<file path="src/hdl/uef_pkg.sv">
// Constants and carrier types for the circular endpoint FIFO pointer block
package uef_pkg;
    // Widths
    localparam int PTR_W = 16;
    localparam int ADDR_W = 18;
    localparam int DATA_W = 16;
    localparam int NAKC_W = 5;
    // Register byte offsets
    localparam logic [7:0] OFF_BASE = 8'h00;
    localparam logic [7:0] OFF_SIZE = 8'h04;
    localparam logic [7:0] OFF_RDOFF = 8'h08;
    localparam logic [7:0] OFF_WROFF = 8'h0c;
    localparam logic [7:0] OFF_POLICY = 8'h10;
    localparam logic [7:0] OFF_STATUS = 8'h14;
    // Policy field positions
    localparam int POL_LIMIT_LSB = 0;
    localparam int POL_NAKEN_BIT = 4;
    localparam int POL_DIRIN_BIT = 5;
    localparam int POL_MAXPKT_LSB = 8;
    localparam int MAXPKT_W = 10;
    // Status field positions
    localparam int ST_NAKC_LSB = 0;
    localparam int ST_EMPTY_BIT = 8;
    localparam int ST_FULL_BIT = 9;
    localparam int ST_BUSY_BIT = 10;
    localparam int ST_AVAIL_LSB = 16;
    // Reset values and the NAK count ceiling
    localparam logic [PTR_W-1:0] PTR_RST = 16'h0000;
    localparam logic [ADDR_W-1:0] BASE_RST = 18'h00000;
    localparam logic [PTR_W-1:0] SIZE_RST = 16'h0000;
    localparam logic [MAXPKT_W-1:0] MAXPKT_RST = 10'h040;
    localparam logic [NAKC_W-1:0] NAKC_MAX = 5'h1f;
    // Policy settings
    typedef struct packed {
        logic [MAXPKT_W-1:0] maxpkt_bytes;
        logic dir_in;
        logic nak_tally_enable;
        logic [3:0] short_packet_nak_limit;
    } uef_policy_t;
    // Request to the buffer memory
    typedef struct packed {
        logic req;
        logic we;
        logic [ADDR_W-1:0] addr;
        logic [DATA_W-1:0] wdata;
    } uef_mem_req_t;
endpackage : uef_pkg

</file>
<file path="src/hdl/uef_ring.sv">
// Modulo pointer arithmetic for one circular buffer
`timescale 1ns/10ps
module uef_ring (
    // Buffer geometry and pointers
    input wire logic [uef_pkg::PTR_W-1:0] size_i,
    input wire logic [uef_pkg::PTR_W-1:0] head_i,
    input wire logic [uef_pkg::PTR_W-1:0] tail_i,
    // Results
    output logic [uef_pkg::PTR_W-1:0] head_next_o,
    output logic [uef_pkg::PTR_W-1:0] dist_o
);
    import uef_pkg::*;
    logic [PTR_W:0] inc;

    // Pre-increment with wrap to zero past the last location
    always_comb begin
        inc = {1'b0, head_i} + 17'h00001;
        head_next_o = (inc >= {1'b0, size_i}) ? PTR_RST : inc[PTR_W-1:0];
        // Distance modulo size; 16-bit wrap keeps it exact as result < size
        dist_o = (head_i >= tail_i) ? head_i - tail_i : head_i - tail_i + size_i;
    end
endmodule : uef_ring

</file>
<file path="src/hdl/uef_core.sv">
// Endpoint circular FIFO pointer manager with AHB-Lite register slave
// Overview of operation
// - OUT: core owns write pointer, firmware read; IN: the reverse.
// - Read and write pointers start at zero.
// - Core wraps a pointer to zero after the buffer's last location.
// - Each pointer holds the last location acted on.
// - Pointers are incremented before use; firmware follows the same model.
// - Read pointer equal to write pointer means empty.
// - Full is write one behind read; write never advances onto read.
// - Register accesses stall buffer memory transfers while they last.
// - OUT packet stored without collision gets ACK, then write offset updates.
// - Collision during OUT gives NAK; stored write offset stays unchanged.
// - Oversize OUT packets are accepted if they fit.
// - Overflow stores until collision, drops rest, NAKs, restores write pointer.
// - IN sends full packet if available; read offset advances only on ACK.
// - Policy holds a 4-bit short packet NAK limit.
// - Each IN NAK bumps the count; above the limit a short packet goes. Core count saturates at 31.
// - NAK count clears when a data stage completes.
// - With tally disabled, IN NAKs until a full packet is available.
// - Base is 18 bits; size and offsets are 16 bits.
// - Memory is accessed in 16-bit words; packet bytes halve to words.
//
// Added by the designer: the AHB-Lite register port and the address map.
`timescale 1ns/10ps
module uef_core (
    // Clock and reset
    input wire logic clock_i,
    input wire logic rst_i,
    // AHB-Lite slave
    input wire logic hsel_i,
    input wire logic [31:0] haddr_i,
    input wire logic [1:0] htrans_i,
    input wire logic hwrite_i,
    input wire logic [2:0] hsize_i,
    input wire logic [31:0] hwdata_i,
    input wire logic hready_i,
    output logic hreadyout_o,
    output logic hresp_o,
    output logic [31:0] hrdata_o,
    // OUT packet stream from the USB engine
    input wire logic out_start_i,
    input wire logic out_valid_i,
    input wire logic [uef_pkg::DATA_W-1:0] out_word_i,
    output logic out_ready_o,
    input wire logic out_end_i,
    output logic out_hs_o,
    output logic out_ack_o,
    // IN token handling toward the USB engine
    input wire logic in_token_i,
    output logic in_send_o,
    output logic in_nak_o,
    output logic [uef_pkg::PTR_W-1:0] in_len_o,
    output logic in_word_valid_o,
    output logic [uef_pkg::DATA_W-1:0] in_word_o,
    input wire logic in_ack_i,
    input wire logic in_abort_i,
    // Buffer memory port, read data one cycle after the request
    output uef_pkg::uef_mem_req_t mem_o,
    input wire logic [uef_pkg::DATA_W-1:0] mem_rdata_i
);
    import uef_pkg::*;
    typedef enum logic [2:0] {S_IDLE, S_OUT, S_FETCH, S_WAIT, S_LATCH, S_HS} uef_state_t;
    uef_state_t state_r, state_nxt;
    logic [PTR_W-1:0] wr_r, wr_nxt, rd_r, rd_nxt, tmp_r, tmp_nxt, size_r, size_nxt;
    logic [PTR_W-1:0] remain_r, remain_nxt, len_r, len_nxt;
    logic [ADDR_W-1:0] base_r, base_nxt;
    uef_policy_t pol_r, pol_nxt;
    logic [NAKC_W-1:0] nakc_r, nakc_nxt;
    logic blocked_r, blocked_nxt, hs_r, hs_nxt, ack_r, ack_nxt;
    logic send_r, send_nxt, nak_r, nak_nxt, wv_r, wv_nxt;
    logic [DATA_W-1:0] word_r, word_nxt;
    uef_mem_req_t mem_r, mem_nxt;
    logic dph_r, dph_nxt, dwr_r, dwr_nxt;
    logic [7:0] dadr_r, dadr_nxt;
    logic [31:0] hrdata_r, hrdata_nxt;
    logic aph, io_stall, accept;
    logic [PTR_W-1:0] wr_head, rd_head, wr_adv, rd_adv, avail, maxw;
    // Register match on a word-aligned byte offset
    function automatic logic hit(input logic [7:0] a, input logic [7:0] off);
        return a[7:2] == off[7:2];
    endfunction : hit
    // Register read value for one offset; unmapped offsets read zero
    function automatic logic [31:0] rd_val(input logic [7:0] a, input logic [31:0] st,
                                           input logic [31:0] pw, input logic [ADDR_W-1:0] b,
                                           input logic [PTR_W-1:0] sz, input logic [PTR_W-1:0] r,
                                           input logic [PTR_W-1:0] w);
        rd_val = 32'h00000000;
        if (hit(a, OFF_BASE)) rd_val = {14'h0000, b};
        if (hit(a, OFF_SIZE)) rd_val = {16'h0000, sz};
        if (hit(a, OFF_RDOFF)) rd_val = {16'h0000, r};
        if (hit(a, OFF_WROFF)) rd_val = {16'h0000, w};
        if (hit(a, OFF_POLICY)) rd_val = pw;
        if (hit(a, OFF_STATUS)) rd_val = st;
    endfunction : rd_val
    // Working pointer replaces the committed one only while a packet runs
    assign wr_head = (state_r == S_OUT) ? tmp_r : wr_r;
    assign rd_head = (state_r inside {S_FETCH, S_WAIT, S_LATCH, S_HS}) ? tmp_r : rd_r;
    // Write side: next write location and data available to read
    uef_ring u_wr_ring (
        .size_i(size_r),
        .head_i(wr_head),
        .tail_i(rd_r),
        .head_next_o(wr_adv),
        .dist_o(avail)
    );
    // Read side: next read location
    uef_ring u_rd_ring (
        .size_i(size_r),
        .head_i(rd_head),
        .tail_i(wr_r),
        .head_next_o(rd_adv),
        .dist_o()
    );
    // Packet size in bytes counts as half as many memory words
    assign maxw = {7'h00, pol_r.maxpkt_bytes[MAXPKT_W-1:1]};
    // Any bus address or data phase holds off memory traffic
    assign aph = hsel_i & htrans_i[1] & hready_i;
    assign io_stall = aph | dph_r;
    assign out_ready_o = (state_r == S_OUT) && !io_stall;
    assign accept = out_valid_i && out_ready_o;
    // Bus slave never waits and always answers OKAY
    assign hreadyout_o = 1'b1;
    assign hresp_o = 1'b0;
    assign hrdata_o = hrdata_r;
    assign out_hs_o = hs_r;
    assign out_ack_o = ack_r;
    assign in_send_o = send_r;
    assign in_nak_o = nak_r;
    assign in_len_o = len_r;
    assign in_word_valid_o = wv_r;
    assign in_word_o = word_r;
    assign mem_o = mem_r;
    // Register file and bus phases
    always_comb begin
        dph_nxt = aph;
        dwr_nxt = aph & hwrite_i;
        dadr_nxt = aph ? haddr_i[7:0] : dadr_r;
        hrdata_nxt = hrdata_r;
        if (aph && !hwrite_i) begin
            hrdata_nxt = rd_val(haddr_i[7:0],
                                {avail, 5'h00, (state_r != S_IDLE), (wr_adv == rd_r),
                                 (wr_r == rd_r), 3'h0, nakc_r},
                                {14'h0000, pol_r.maxpkt_bytes, 2'h0, pol_r.dir_in,
                                 pol_r.nak_tally_enable, pol_r.short_packet_nak_limit},
                                base_r, size_r, rd_r, wr_r);
        end
        base_nxt = base_r;
        size_nxt = size_r;
        pol_nxt = pol_r;
        if (dph_r && dwr_r) begin
            if (hit(dadr_r, OFF_BASE)) base_nxt = hwdata_i[ADDR_W-1:0];
            if (hit(dadr_r, OFF_SIZE)) size_nxt = hwdata_i[PTR_W-1:0];
            if (hit(dadr_r, OFF_POLICY)) begin
                pol_nxt.short_packet_nak_limit = hwdata_i[POL_LIMIT_LSB +: 4];
                pol_nxt.nak_tally_enable = hwdata_i[POL_NAKEN_BIT];
                pol_nxt.dir_in = hwdata_i[POL_DIRIN_BIT];
                pol_nxt.maxpkt_bytes = hwdata_i[POL_MAXPKT_LSB +: MAXPKT_W];
            end
        end
    end
    // Packet engine; firmware writes pointers, the core's own commit wins
    always_comb begin
        state_nxt = state_r;
        wr_nxt = wr_r;
        rd_nxt = rd_r;
        if (dph_r && dwr_r && hit(dadr_r, OFF_RDOFF)) rd_nxt = hwdata_i[PTR_W-1:0];
        if (dph_r && dwr_r && hit(dadr_r, OFF_WROFF)) wr_nxt = hwdata_i[PTR_W-1:0];
        tmp_nxt = tmp_r;
        remain_nxt = remain_r;
        len_nxt = len_r;
        nakc_nxt = nakc_r;
        blocked_nxt = blocked_r;
        hs_nxt = 1'b0;
        ack_nxt = ack_r;
        send_nxt = 1'b0;
        nak_nxt = 1'b0;
        wv_nxt = 1'b0;
        word_nxt = word_r;
        mem_nxt = mem_r;
        mem_nxt.req = 1'b0;
        mem_nxt.we = 1'b0;
        case (state_r)
            S_IDLE: begin
                if (out_start_i && !pol_r.dir_in) begin
                    tmp_nxt = wr_r; // Snapshot for rewind
                    blocked_nxt = 1'b0;
                    state_nxt = S_OUT;
                end else if (in_token_i && pol_r.dir_in) begin
                    tmp_nxt = rd_r;
                    if (avail >= maxw) begin
                        len_nxt = maxw;
                        send_nxt = 1'b1;
                    end else if (pol_r.nak_tally_enable &&
                                 nakc_r > {1'b0, pol_r.short_packet_nak_limit}) begin
                        len_nxt = avail;
                        send_nxt = 1'b1;
                    end else begin
                        nak_nxt = 1'b1;
                        if (nakc_r != NAKC_MAX) nakc_nxt = nakc_r + 5'h01;
                    end
                    remain_nxt = len_nxt;
                    if (send_nxt) state_nxt = (len_nxt == PTR_RST) ? S_HS : S_FETCH;
                end
            end
            S_OUT: begin
                if (accept) begin
                    // Oversize data is kept while room lasts
                    if (!blocked_r && wr_adv != rd_r) begin
                        tmp_nxt = wr_adv;
                        mem_nxt.req = 1'b1;
                        mem_nxt.we = 1'b1;
                        mem_nxt.addr = base_r + {2'b00, wr_adv};
                        mem_nxt.wdata = out_word_i;
                    end else begin
                        blocked_nxt = 1'b1;
                    end
                end else if (out_end_i) begin
                    hs_nxt = 1'b1;
                    ack_nxt = !blocked_r;
                    if (!blocked_r) begin
                        wr_nxt = tmp_r;
                        nakc_nxt = '0;
                    end
                    // On NAK the committed offset is left as it was
                    state_nxt = S_IDLE;
                end
            end
            S_FETCH: begin
                if (!io_stall) begin
                    tmp_nxt = rd_adv;
                    mem_nxt.req = 1'b1;
                    mem_nxt.addr = base_r + {2'b00, rd_adv};
                    remain_nxt = remain_r - 16'h0001;
                    state_nxt = S_WAIT;
                end
            end
            S_WAIT: state_nxt = S_LATCH;
            S_LATCH: begin
                word_nxt = mem_rdata_i;
                wv_nxt = 1'b1;
                state_nxt = (remain_r == PTR_RST) ? S_HS : S_FETCH;
            end
            S_HS: begin
                // Read offset moves only once the host has accepted
                if (in_ack_i) begin
                    rd_nxt = tmp_r;
                    nakc_nxt = '0;
                    state_nxt = S_IDLE;
                end else if (in_abort_i) begin
                    state_nxt = S_IDLE;
                end
            end
            default: state_nxt = S_IDLE;
        endcase
    end
    // State registers
    always_ff @(posedge clock_i) begin
        if (rst_i) begin
            state_r <= S_IDLE;
            wr_r <= PTR_RST;
            rd_r <= PTR_RST;
            tmp_r <= PTR_RST;
            size_r <= SIZE_RST;
            base_r <= BASE_RST;
            pol_r <= '{MAXPKT_RST, 1'b0, 1'b0, 4'h0};
            remain_r <= PTR_RST;
            len_r <= PTR_RST;
            nakc_r <= '0;
            blocked_r <= 1'b0;
            hs_r <= 1'b0;
            ack_r <= 1'b0;
            send_r <= 1'b0;
            nak_r <= 1'b0;
            wv_r <= 1'b0;
            word_r <= 16'h0000;
            mem_r <= '0;
            dph_r <= 1'b0;
            dwr_r <= 1'b0;
            dadr_r <= 8'h00;
            hrdata_r <= 32'h00000000;
        end else begin
            state_r <= state_nxt;
            wr_r <= wr_nxt;
            rd_r <= rd_nxt;
            tmp_r <= tmp_nxt;
            size_r <= size_nxt;
            base_r <= base_nxt;
            pol_r <= pol_nxt;
            remain_r <= remain_nxt;
            len_r <= len_nxt;
            nakc_r <= nakc_nxt;
            blocked_r <= blocked_nxt;
            hs_r <= hs_nxt;
            ack_r <= ack_nxt;
            send_r <= send_nxt;
            nak_r <= nak_nxt;
            wv_r <= wv_nxt;
            word_r <= word_nxt;
            mem_r <= mem_nxt;
            dph_r <= dph_nxt;
            dwr_r <= dwr_nxt;
            dadr_r <= dadr_nxt;
            hrdata_r <= hrdata_nxt;
        end
    end
endmodule : uef_core

</file>
<file path="config.mk">
export PLATFORM = sky130hd
export DESIGN_NAME = uef_core
export DESIGN_NICKNAME = d
export VERILOG_FILES = /design/src/hdl/uef_pkg.sv /design/src/hdl/uef_ring.sv /design/src/hdl/uef_core.sv
export SDC_FILE = /design/constraint.sdc
export NUM_CORES = 1
export LEC_CHECK = 0
export BUFFER_PORTS_ARGS = -buffer_cell sky130_fd_sc_hd__buf_2
export CORE_MARGIN = 2
export CORE_UTILIZATION = 60
export CTS_CLUSTER_SIZE = 16
export DETAILED_ROUTE_END_ITERATION = 8
export PLACE_DENSITY = 0.78
export SYNTH_ARGS = -nofsm -noshare
export SYNTH_HDL_FRONTEND = slang
export SYNTH_HIERARCHICAL = 1
export SYNTH_SLANG_ARGS = --single-unit
export TNS_END_PERCENT = 30
</file>
<file path="constraint.sdc">
create_clock -name clock_i -period 8.6 [get_ports clock_i]
set_clock_uncertainty 0.1 [all_clocks]
set_input_delay 1.72 -clock clock_i [delete_from_list [all_inputs] [get_ports clock_i]]
set_output_delay 1.72 -clock clock_i [all_outputs]
set_load 0.05 [all_outputs]
</file>
==> flow_summary.ini <==
[outcome]
status = finished clean

[hold_path]
worst_hold_path.num_cells = 2
class_of_the_tightest_hold_or_removal_check = flop to flop

[finish]
fill_cells = 2303
multiInputGateArea_sq_mm = 0.0110
register_area_sq_mm = 0.00472
drive_gt1_frac = 0.147
postLayoutCellArea_sq_mm = 0.0185
finish.net_count = 2482
syn_to_final_growth_pct = 11.7

[yosys]
syn_nets = 2382
syn_avg_cell_area_sq_um = 7.70
post_synth_instance_area_sq_mm = 0.0166
synth-warning-count = 6
post_synthesis_cells = 2150

[floorplanning]
chipWidth_um = 170
initial_utilization = 0.613
num_io_pins = 220
fp.dieArea_sq_mm = 0.0289
placeableCoreArea_sq_mm = 0.0270
die_height_um = 170
placement_rows = 60

[global_routing]
pin_count_of_the_biggest_net_entering_global_routing = 122
grt_pass1_wl_um = 88400
use_met3 = 0.0760
grt_usage = 0.392
grt_antenna_before_repair = 0
via_count_of_the_first_global_routing_pass = 15700
groute.layer.met2.usage = 0.609
most_used_routing_layer_in_global_routing = met2
overflow = 0
global_route.usage.met1 = 0.516

[detailed_routing]
drc = 0
drtPass1Iterations = 6
drtIter0Drc = 2081
drt-wirelength-per-cell_um = 22.3
detail_route.wirelength_um = 58300
ant_nets = 0
via_per_inst = 6.58
vias = 17200

[clock_tree]
insertion_delay_ns = 0.55
ctsRootBufferMaster = sky130_fd_sc_hd__clkbuf_16
cts_num_sinks = 236
cts-hold-fix-buffers = 0
post_cts.resized_instances = 0
h-tree-depth = 1
setup_bufs_post_cts = 0
clock_tree.buffer_depth = 3
worst_setup_hold_path_clk_slew_ns = 0.06
tritoncts = done
cts_buffers = 26

[sta]
timing_worst_slew_pin_value_ns = 1.35
clock.fmax_mhz = 131
rsz0062_at_grt = false
final.period_utilization = 0.885
report.final.slew_viol_count = 0
hold_viol = 0
setup_tns_ns = 0
report.final.setup_viol = 0
max-slew-margin-rel = 0.0897
finalCriticalPeriod_ns = 7.61

[place]
gp_congestion = 0.997
dpl_cell_area_sq_mm = 0.0176
io_buffer_count = 173
hpwlAfterDp_um = 43100

[worst_setup_path]
worst_setup_path_end_kind = flop
critical_path.max_fanout = 17
crit_path_most_repeated_cell = sky130_fd_sc_hd__nand2_1
crit_path_max_incr_delay_ns = 0.65
r2r_cells = 28
crit_required_ns = 8.98
critical_path.slowest_cell = sky130_fd_sc_hd__dfxtp_1
crit_path_start_kind = flop
worst-setup-path-type = flop to flop
timing.critical_path.arrival_ns = 7.99

[pwr]
worst_ir_drop_vdd_v = 0.000282
power.leakage_nw = 7.85
report.power.total_mw = 6.72
power.density_cell_area_mw_per_mm2 = 363

[run]
cap_violations = 0
[cells in the final DEF, fill, tap and decap left out, types with 20 or more instances in the layout]
cell type and instances:
sky130_fd_sc_hd__nand2_1 335, sky130_fd_sc_hd__dfxtp_1 236, sky130_fd_sc_hd__a21oi_1 209, sky130_fd_sc_hd__nor2_1 186
sky130_fd_sc_hd__buf_2 172, sky130_fd_sc_hd__ha_1 116, sky130_fd_sc_hd__inv_1 94, sky130_fd_sc_hd__o21ai_0 81
sky130_fd_sc_hd__xnor2_1 77, sky130_fd_sc_hd__nand3_1 55, sky130_fd_sc_hd__a211oi_1 53, sky130_fd_sc_hd__mux2_2 49
sky130_fd_sc_hd__nor3_1 42, sky130_fd_sc_hd__mux2i_1 42, sky130_fd_sc_hd__nor2b_1 38, sky130_fd_sc_hd__a21o_1 31
sky130_fd_sc_hd__a221oi_1 27, sky130_fd_sc_hd__xor2_1 27, sky130_fd_sc_hd__nand4_1 26, sky130_fd_sc_hd__clkbuf_16 26
sky130_fd_sc_hd__nor4_1 23, sky130_fd_sc_hd__and3_1 22, sky130_fd_sc_hd__buf_4 21, sky130_fd_sc_hd__o22ai_1 20
[critical path, delay by kind of cell (launching register included)]
kind | cells | cell delay (ns)
XOR/XNOR | 3 | 0.70
flip-flops | 1 | 0.65
AO/OA/AOI/OAI | 11 | 2.61
adder cells (fa/ha/maj) | 3 | 0.81
AND/OR/NAND/NOR | 9 | 2.50
buffers and inverters | 2 | 0.19
[flip-flops by register name, summed over array words and instances, names as in the netlist, 3 cells and up]
register,cells
remain_r,16
base_r,18
mem_o,36
state_r,3
in_word_o,16
nakc_r,5
pol_r,7
tmp_r,16
size_r,16
dadr_r,6
hrdata_o,32
in_len_o,16
wr_r,16
rd_r,16
maxw,9
[metal layers]
metal,wire length (um),up-vias
met1,23000,8027
met3,6400,209
met4,3560,0
met5,0,-
met2,25300,1071
li1,-,7897
[final cells by class]
type,instances,share of cell area
clock inverter,8,0.00853
tap,341,0.0231
multi-input combinational,1696,0.596
clock buffer,40,0.0413
sequential,236,0.256
antenna,2,0.000271
inverter,96,0.0195
timing repair buffer,194,0.0557
[stage by stage]
stage | utilization | cells | hold WS [ns] | setup slack, ns
after floorplan | - | 2150 | 0.336 | 2.50
after global placement | 0.650 | 2563 | 0.339 | 1.49
after detailed placement | 0.650 | 2563 | 0.345 | 1.29
after CTS | 0.684 | 2611 | 0.353 | 1.24
after global routing | 0.684 | 2611 | 0.369 | 0.558
final | 0.684 | 2613 | 0.350 | 0.986
[path summary, 6_finish.rpt]
kind | end | from | slack (ns)
worst min-delay path | mem_o[6] | mem_o[6] | 0.35
worst max register to register | nakc_r[2] | state_r[0] | 0.99
worst max-delay path | nakc_r[2] | state_r[0] | 0.99
worst min register to register | mem_o[6] | mem_o[6] | 0.35
[power by group]
| group | total (mW) | internal (mW) | switching [mW] | leakage [nW] |
|---|---|---|---|---|
| sequential | 1.42 | 1.23 | 0.183 | 1.91 |
| clock | 1.21 | 0.731 | 0.476 | 0.445 |
| combinational | 4.09 | 1.42 | 2.67 | 5.49 |
| total | 6.72 | 3.39 | 3.33 | 7.85 |
No activity file was read; power rests on OpenSTA's default activity.
